**src/design/rcdr_pkg.sv**
```systemverilog
/*
  Package for the reset cause recorder and debug forced reset block:
  register offsets, field layout, reset values and timing counts.
  Assumes a 16-bit CPU address bus with 8-bit data.
*/
package rcdr_pkg;

  // Register offsets on the CPU bus
  localparam logic [15:0] CAUSE_ADDR = 16'h1800;
  localparam logic [15:0] FORCE_ADDR = 16'h1801;

  // Illegal address windows
  localparam logic [15:0] GAP0_LO = 16'h0470;
  localparam logic [15:0] GAP0_HI = 16'h17FF;
  localparam logic [15:0] GAP1_LO = 16'h1860;
  localparam logic [15:0] GAP1_HI = 16'hBFFF;

  // Field positions
  localparam int POR_BIT    = 7;
  localparam int PIN_BIT    = 6;
  localparam int WDOG_BIT   = 5;
  localparam int ILLEGAL_OPCODE_FLAG_BIT   = 4;
  localparam int ILLEGAL_ADDRESS_FLAG_BIT   = 3;
  localparam int CLKGEN_BIT = 2;
  localparam int LOWV_BIT   = 1;
  localparam int DBGRST_BIT = 0;

  // Reset values
  localparam logic [7:0] CAUSE_POR_VAL = 8'h82;
  localparam logic [7:0] FORCE_RD_VAL  = 8'h00;

  // Timing: clock period and MCU reset hold time
  localparam int CLK_PERIOD_NS = 20;
  localparam int RST_HOLD_NS   = 640;
  localparam int RST_HOLD_CYC  = (RST_HOLD_NS + CLK_PERIOD_NS - 1) / CLK_PERIOD_NS;
  localparam logic [7:0] RST_HOLD_CNT = 8'(RST_HOLD_CYC);

  // Reset cause status layout
  typedef struct packed {
    logic por;
    logic pin;
    logic wdog;
    logic illegal_opcode_flag;
    logic illegal_address_flag;
    logic clkgen;
    logic lowv;
    logic zero;
  } rcdr_cause_t;

  // Reset sources qualified this cycle
  typedef struct packed {
    logic lowv;
    logic pin;
    logic wdog;
    logic illegal_opcode_flag;
    logic illegal_address_flag;
    logic clkgen;
    logic dbg;
  } rcdr_src_t;

endpackage

```
**src/design/rcdr_top.sv**
```systemverilog
/*
  Reset cause recorder with debug forced reset.
  Records which source produced the latest MCU reset, clears the
  watchdog on a write to the status address, and lets the background
  debug host force a reset. SYS_RST is the power-on reset; the block
  itself survives the MCU reset it drives out.
  Assumes bus strobes and source pulses come from REF_CLK logic; only
  the external reset pin is asynchronous.
*/
// Function
// - Seven read-only flags name last reset source
// - Debug forced reset leaves all flags cleared
// - Status write clears watchdog, keeps contents
// - Power-on sets power-on and low-voltage flags
// - Low-voltage reset keeps power-on flag, sets low-voltage
// - Other resets record active sources only
// - Bit 6 set by low reset pin
// - Bit 5 on watchdog timeout, gated by enable
// - Bit 4 on illegal opcode, or on stop or background opcode while its enable is low
// - Gap after RAM is illegal address
// - Gap before program memory is illegal address
// - Reserved register locations are never illegal
// - Bit 2 on clock generator reset request
// - Low-voltage trip resets when both enables set
// - Forced reset register ignores CPU writes
// - Forced reset register reads as zero
// - Debug write of bit 0 forces reset
`timescale 1ns/1ps
`default_nettype none
module rcdr_top (
  // Clock and power-on reset
  input  wire  logic        REF_CLK,
  input  wire  logic        SYS_RST,
  // CPU and debug bus
  input  wire  logic [15:0] BUS_ADDR,
  input  wire  logic        BUS_ACC,
  input  wire  logic        BUS_RD,
  input  wire  logic        BUS_WR,
  input  wire  logic        BUS_DBG,
  input  wire  logic [7:0]  BUS_WDATA,
  output var   logic [7:0]  BUS_RDATA,
  // External reset pin
  input  wire  logic        RESET_PIN_N,
  // Watchdog
  input  wire  logic        WDOG_TIMEOUT,
  input  wire  logic        WATCHDOG_ENABLE,
  output var   logic        WDOG_CLR,
  // Opcode decode
  input  wire  logic        OPC_UNIMPL,
  input  wire  logic        OPC_STOP,
  input  wire  logic        OPC_ENTER_BACKGROUND_INSTRUCTION,
  input  wire  logic        STOP_ENABLE,
  input  wire  logic        BACKGROUND_MODE_ENABLE,
  // Clock generator and low-voltage detector
  input  wire  logic        CLKGEN_RST_REQ,
  input  wire  logic        LVD_TRIP,
  input  wire  logic        LOW_VOLTAGE_RESET_ENABLE,
  input  wire  logic        LOW_VOLTAGE_STOP_ENABLE,
  // Reset to the rest of the MCU
  output var   logic        MCU_RST
);

  typedef enum logic [0:0] {ST_RUN, ST_HOLD} rcdr_state_t;

  rcdr_state_t          state_q;
  rcdr_state_t          state_d;
  rcdr_pkg::rcdr_cause_t cause_q;
  rcdr_pkg::rcdr_cause_t cause_d;
  logic [7:0]           hold_q;
  logic [7:0]           hold_d;
  logic                 pin_meta_q;
  logic                 pin_sync_q;
  logic [7:0]           rdata_q;
  logic                 wclr_q;

  // Pin is asynchronous, so two flops before any use
  always_ff @(posedge REF_CLK or posedge SYS_RST) begin
    if (SYS_RST) begin
      pin_meta_q <= 1'b0;
      pin_sync_q <= 1'b0;
    end else begin
      pin_meta_q <= ~RESET_PIN_N;
      pin_sync_q <= pin_meta_q;
    end
  end

  // Address decode
  wire hit_cause = (BUS_ADDR == rcdr_pkg::CAUSE_ADDR);
  wire hit_force = (BUS_ADDR == rcdr_pkg::FORCE_ADDR);
  wire in_gap0   = (BUS_ADDR >= rcdr_pkg::GAP0_LO) && (BUS_ADDR <= rcdr_pkg::GAP0_HI);
  wire in_gap1   = (BUS_ADDR >= rcdr_pkg::GAP1_LO) && (BUS_ADDR <= rcdr_pkg::GAP1_HI);
  // Only the two gaps count; register pages sit outside them
  wire illegal_address_flag_hit  = BUS_ACC && !BUS_DBG && (in_gap0 || in_gap1);

  // Qualified reset sources
  rcdr_pkg::rcdr_src_t src;
  assign src.lowv   = LVD_TRIP && LOW_VOLTAGE_RESET_ENABLE && LOW_VOLTAGE_STOP_ENABLE;
  assign src.pin    = pin_sync_q;
  assign src.wdog   = WDOG_TIMEOUT && WATCHDOG_ENABLE;
  assign src.illegal_opcode_flag   = OPC_UNIMPL || (OPC_STOP && !STOP_ENABLE)
                      || (OPC_ENTER_BACKGROUND_INSTRUCTION && !BACKGROUND_MODE_ENABLE);
  assign src.illegal_address_flag   = illegal_address_flag_hit;
  assign src.clkgen = CLKGEN_RST_REQ;
  // CPU writes never reach the force bit; only debug writes do
  assign src.dbg    = BUS_WR && BUS_DBG && hit_force
                      && BUS_WDATA[rcdr_pkg::DBGRST_BIT];

  wire any_src = |src;

  // Flag image for a non low-voltage reset; debug contributes nothing
  rcdr_pkg::rcdr_cause_t other_img;
  assign other_img.por    = 1'b0;
  assign other_img.pin    = src.pin;
  assign other_img.wdog   = src.wdog;
  assign other_img.illegal_opcode_flag   = src.illegal_opcode_flag;
  assign other_img.illegal_address_flag   = src.illegal_address_flag;
  assign other_img.clkgen = src.clkgen;
  assign other_img.lowv   = 1'b0;
  assign other_img.zero   = 1'b0;

  // Flag image for a low-voltage reset
  rcdr_pkg::rcdr_cause_t lowv_img;
  assign lowv_img = '{por: cause_q.por, lowv: 1'b1, default: 1'b0};

  // Sources still active during the hold are added, but a
  // low-voltage hold keeps its own image
  rcdr_pkg::rcdr_cause_t hold_img;
  assign hold_img = src.lowv ? lowv_img : (cause_q.lowv ? cause_q : (cause_q | other_img));

  wire hold_done = (hold_q == 8'h00) && !pin_sync_q;

  // Reset sequencer and cause capture
  always_comb begin
    state_d = state_q;
    cause_d = cause_q;
    hold_d  = hold_q;
    case (state_q)
      ST_RUN: begin
        if (any_src) begin
          state_d = ST_HOLD;
          hold_d  = rcdr_pkg::RST_HOLD_CNT;
          // A pure debug reset yields an all-zero image
          cause_d = src.lowv ? lowv_img : other_img;
        end
      end
      ST_HOLD: begin
        cause_d = hold_img;
        if (hold_q != 8'h00) begin
          hold_d = hold_q - 8'h01;
        end
        if (hold_done) begin
          state_d = ST_RUN;
        end
      end
      default: begin
        state_d = ST_RUN;
      end
    endcase
  end

  // Power-on leaves power-on and low-voltage flags set
  always_ff @(posedge REF_CLK or posedge SYS_RST) begin
    if (SYS_RST) begin
      state_q <= ST_RUN;
      cause_q <= rcdr_pkg::CAUSE_POR_VAL;
      hold_q  <= 8'h00;
    end else begin
      state_q <= state_d;
      cause_q <= cause_d;
      hold_q  <= hold_d;
    end
  end

  // Read mux: status is read-only, forced reset reads zero
  wire [7:0] rd_mux = hit_cause ? cause_q : rcdr_pkg::FORCE_RD_VAL;

  // Registered read data; a status write only kicks the watchdog
  always_ff @(posedge REF_CLK or posedge SYS_RST) begin
    if (SYS_RST) begin
      rdata_q <= 8'h00;
      wclr_q  <= 1'b0;
    end else begin
      rdata_q <= (BUS_RD && (hit_cause || hit_force)) ? rd_mux : 8'h00;
      wclr_q  <= BUS_WR && hit_cause;
    end
  end

  // Outputs
  assign BUS_RDATA = rdata_q;
  assign WDOG_CLR  = wclr_q;
  assign MCU_RST   = (state_q == ST_HOLD);

endmodule
`default_nettype wire

```
**config.mk**
```make
export PLATFORM = sky130hd
export DESIGN_NAME = rcdr_top
export DESIGN_NICKNAME = d
export VERILOG_FILES = /design/src/design/rcdr_pkg.sv /design/src/design/rcdr_top.sv
export SDC_FILE = /design/constraint.sdc
export NUM_CORES = 1
export LEC_CHECK = 0
export BUFFER_PORTS_ARGS = -buffer_cell sky130_fd_sc_hd__buf_4
export CAP_MARGIN = 30
export CELL_PAD_IN_SITES_DETAIL_PLACEMENT = 1
export CELL_PAD_IN_SITES_GLOBAL_PLACEMENT = 1
export CORE_ASPECT_RATIO = 1.4
export CORE_MARGIN = 2
export CORE_UTILIZATION = 32
export CTS_CLUSTER_DIAMETER = 50
export DETAILED_ROUTE_END_ITERATION = 16
export HOLD_SLACK_MARGIN = 0.05
export PLACE_DENSITY = 0.82
export SLEW_MARGIN = 40
export SYNTH_ARGS = -nofsm -noshare
export SYNTH_HDL_FRONTEND = slang
export SYNTH_SLANG_ARGS = --single-unit
```
**constraint.sdc**
```tcl
create_clock -name REF_CLK -period 1.6 [get_ports REF_CLK]
set_input_delay 0.32 -clock REF_CLK [delete_from_list [all_inputs] [get_ports REF_CLK]]
set_output_delay 0.32 -clock REF_CLK [all_outputs]
set_load 0.02 [all_outputs]
```
==> results.json <==
{
  "result_of_the_run": "finished with violations",
  "violations": "negative setup slack",
  "detail_route.first_pass.iterations": 4,
  "number_of_i_o_pins": 52,
  "final_common_cell": "buf_4",
  "peakVddDrop_uv": 584,
  "routabilityCongestion": 0.727,
  "htree_num_levels": 1,
  "cts_inserted_buffers": 3,
  "placeableCoreArea_sq_mm": 0.00395,
  "final-hold-violation-count": 0,
  "detailedRoute.firstIterationViolations": 33,
  "vias_per_cell": 5.37,
  "finish.utilization_pct": 52.7,
  "clkSinkCount": 27,
  "synth_edf_count": 0,
  "setup_ws_ns": -0.0685,
  "unrepaired_setup_endpoints_after_global_routing": "yes",
  "syn-cell-area_sq_mm": 0.00132,
  "power_density_over_the_cells_mw_per_mm2": 1190,
  "setup.worst_path.class": "flip-flop to flip-flop",
  "clock_tree.root_cell": "clkbuf_8",
  "drt.antenna.violating_nets": 0,
  "asyncSetResetFlopFracSynth_pct": 100,
  "endpoint_kind": "flip-flop",
  "r2r_cells": 6,
  "syn_inst": 132,
  "ys_types": 37,
  "maxCapViolations": 0,
  "cts_max_path_buffers": 2,
  "worstSkewPairLatency_ns": 0.28,
  "max_freq_mhz": 599,
  "grt_overflow_total": 0,
  "synth-warning-count": 0,
  "worst_ep_arrival_time_ns": 1.83,
  "die_width_um": 58.3,
  "synth_top_flop_cell": "dfrtp_1",
  "crit_fanout": 3,
  "overall_global_routing_resource_usage_pct": 18.1,
  "area_growth_pct": 58.1,
  "finalCriticalPeriod_ns": 1.67,
  "path_clk_slew_ns": 0.10,
  "grt_pass1_wl_um": 6490,
  "grt_pass1_vias": 1474,
  "antenna_found_initial": 0,
  "final_cell_mix": "buf_4, dfrtp_1, nand2_1",
  "hold_path.class": "input pin to asynchronous set/reset pin",
  "design.die.area_sq_mm": 0.00466,
  "setup.reg_to_reg.worst_slack_ns": -0.07,
  "wl_um": 4230,
  "final_max_slew_viol_count": 0,
  "power.leakage_nw": 1.02,
  "rr_startpoint": "hold_q[2]$_DFFE_PP0P_",
  "wl_per_cell_um": 16.9,
  "syn_avg_cell_area_sq_um": 9.99,
  "hpwlAfterDp_um": 3110,
  "port_buffers": 44,
  "startpoint_type": "flip-flop",
  "synth.net_count": 175,
  "post_route_skew_ns": 0.00826,
  "route.vias.total": 1342,
  "final_min_period_over_clock_period_pct": 104,
  "placementRows": 27,
  "drc": 0,
  "initial_utilization_pct": 33.4,
  "setup_viol_count_final": 8,
  "drive_above_1_share_pct": 51.2,
  "fin_total_pwr_mw": 2.48,
  "required_ns": 1.77,
  "die-height_um": 80.0,
  "synth.ff_latch_count": 27,
  "antenna_cells_inserted": 0,
  "fin_nets": 251,
  "detailedPlace.worstSlack_ns": -0.387,
  "clock_tree_from_tritoncts": "done",
  "timing.rr.end": "hold_q[0]$_DFFE_PP0P_",
  "maximum_number_of_pins_on_one_net_before_global_route_repair": 28,
  "synth-seq-area-share_pct": 51.4
}
==> cell families after synthesis <==
kind of cell	after synthesis	share of synthesized area [%]
xor gates and xnor gates	1	0.664
adders and majority gates	1	0.949
buffers and inverters	13	3.70
and+or+nand+nor	51	21.3
other	1	0.284
muxes	2	1.71
DFF	27	51.4
AOI/OAI and AO/OA	36	19.9
==> final cells by class <==
cell class	instances	area, sq um
multi-input combinational	92	689
clock buffer	3	41.3
inverter	10	37.5
clock inverter	1	5.00
timing repair buffer	74	579
fill	435	1870
tap	43	53.8
sequential	27	678
==> critical path, cell delays in order, from the launching register on <==
cell     delay [ns]
dfrtp_1        0.42
nor3_4         0.25
nand2_2        0.10
or4_4          0.46
nand2_2        0.11
mux2_2         0.15
o31ai_1        0.07
==> Yosys cell counts, types with 2 or more instances <==
cell / count / share of area [%]
dfrtp_1: 25 / 47
nand2_1: 15 / 4.3
o21ai_0: 12 / 4.6
inv_1: 10 / 2.8
a21oi_1: 8 / 3.0
and3_1: 8 / 3.8
nand3_1: 6 / 2.3
a211oi_2: 4 / 3.8
nor2_1: 4 / 1.1
nor3_1: 4 / 1.5
clkbuf_1: 3 / 0.85
nand4_1: 3 / 1.4
dfstp_2: 2 / 4.0
mux2_2: 2 / 1.7
nand2b_1: 2 / 0.95
nor3_2: 2 / 1.5
nor4_1: 2 / 0.95
==> worst max-delay path by stage <==
| stage | to | start | slack (ns) |
|---|---|---|---|
| final | hold_q[0]$_DFFE_PP0P_ | hold_q[2]$_DFFE_PP0P_ | -0.07 |
| after global routing | hold_q[0]$_DFFE_PP0P_ | hold_q[0]$_DFFE_PP0P_ | -0.17 |
| after global placement | cause_q[5]$_DFFE_PP0P_ | BUS_ADDR[7] | -0.31 |
| after detailed placement | cause_q[4]$_DFFE_PP0P_ | BUS_ADDR[7] | -0.39 |
| after CTS | hold_q[0]$_DFFE_PP0P_ | hold_q[4]$_DFFE_PP0P_ | -0.08 |
| after floorplan | cause_q[4]$_DFFE_PP0P_ | BUS_ADDR[7] | -0.13 |
==> what timing repair did <==
item	in CTS	in global routing
hold endpoints to repair	0	0
hold buffers	0	0
setup endpoints to repair	14	16
gates cloned	0	0
gates resized for setup	9	13
pin swaps	6	4
setup buffers	2	3
==> routing by layer <==
layer / part of all wire [%] / up-vias / wire length [um] / track usage (%)
met4: 1.5 / 0 / 65 / 5.58
met5: 0 / - / 0 / 0
li1: - / 626 / - / -
met1: 36 / 670 / 1520 / 18.7
met3: 5.0 / 8 / 213 / 3.40
met2: 57 / 38 / 2430 / 35.6
==> report_power, final <==
part | switching, mW | total (mW) | internal, mW
Clock | 0.225 | 0.400 | 0.175
Sequential | 0.184 | 1.03 | 0.850
Combinational | 0.473 | 1.05 | 0.576
==> registers in the layout (all words and copies together), names as in the netlist <==
signal      count
BUS_RDATA       8
MCU_RST         1
WDOG_CLR        1
cause_q         7
hold_q          8
pin_meta_q      1
pin_sync_q      1
==> per-stage QoR <==
step / hold WS, ns / TNS (ns) / instance area (sq um) / cells
after floorplan: 0.331 / -0.941 / 1360 / 132
after global placement: 0.340 / -5.31 / 1920 / 241
after detailed placement: 0.356 / -6.68 / 1920 / 241
after CTS: 0.111 / -0.226 / 2010 / 247
after global routing: 0.131 / -1.25 / 2080 / 250
final: 0.0976 / -0.271 / 2080 / 250
Power figures use the tool's default switching activity.
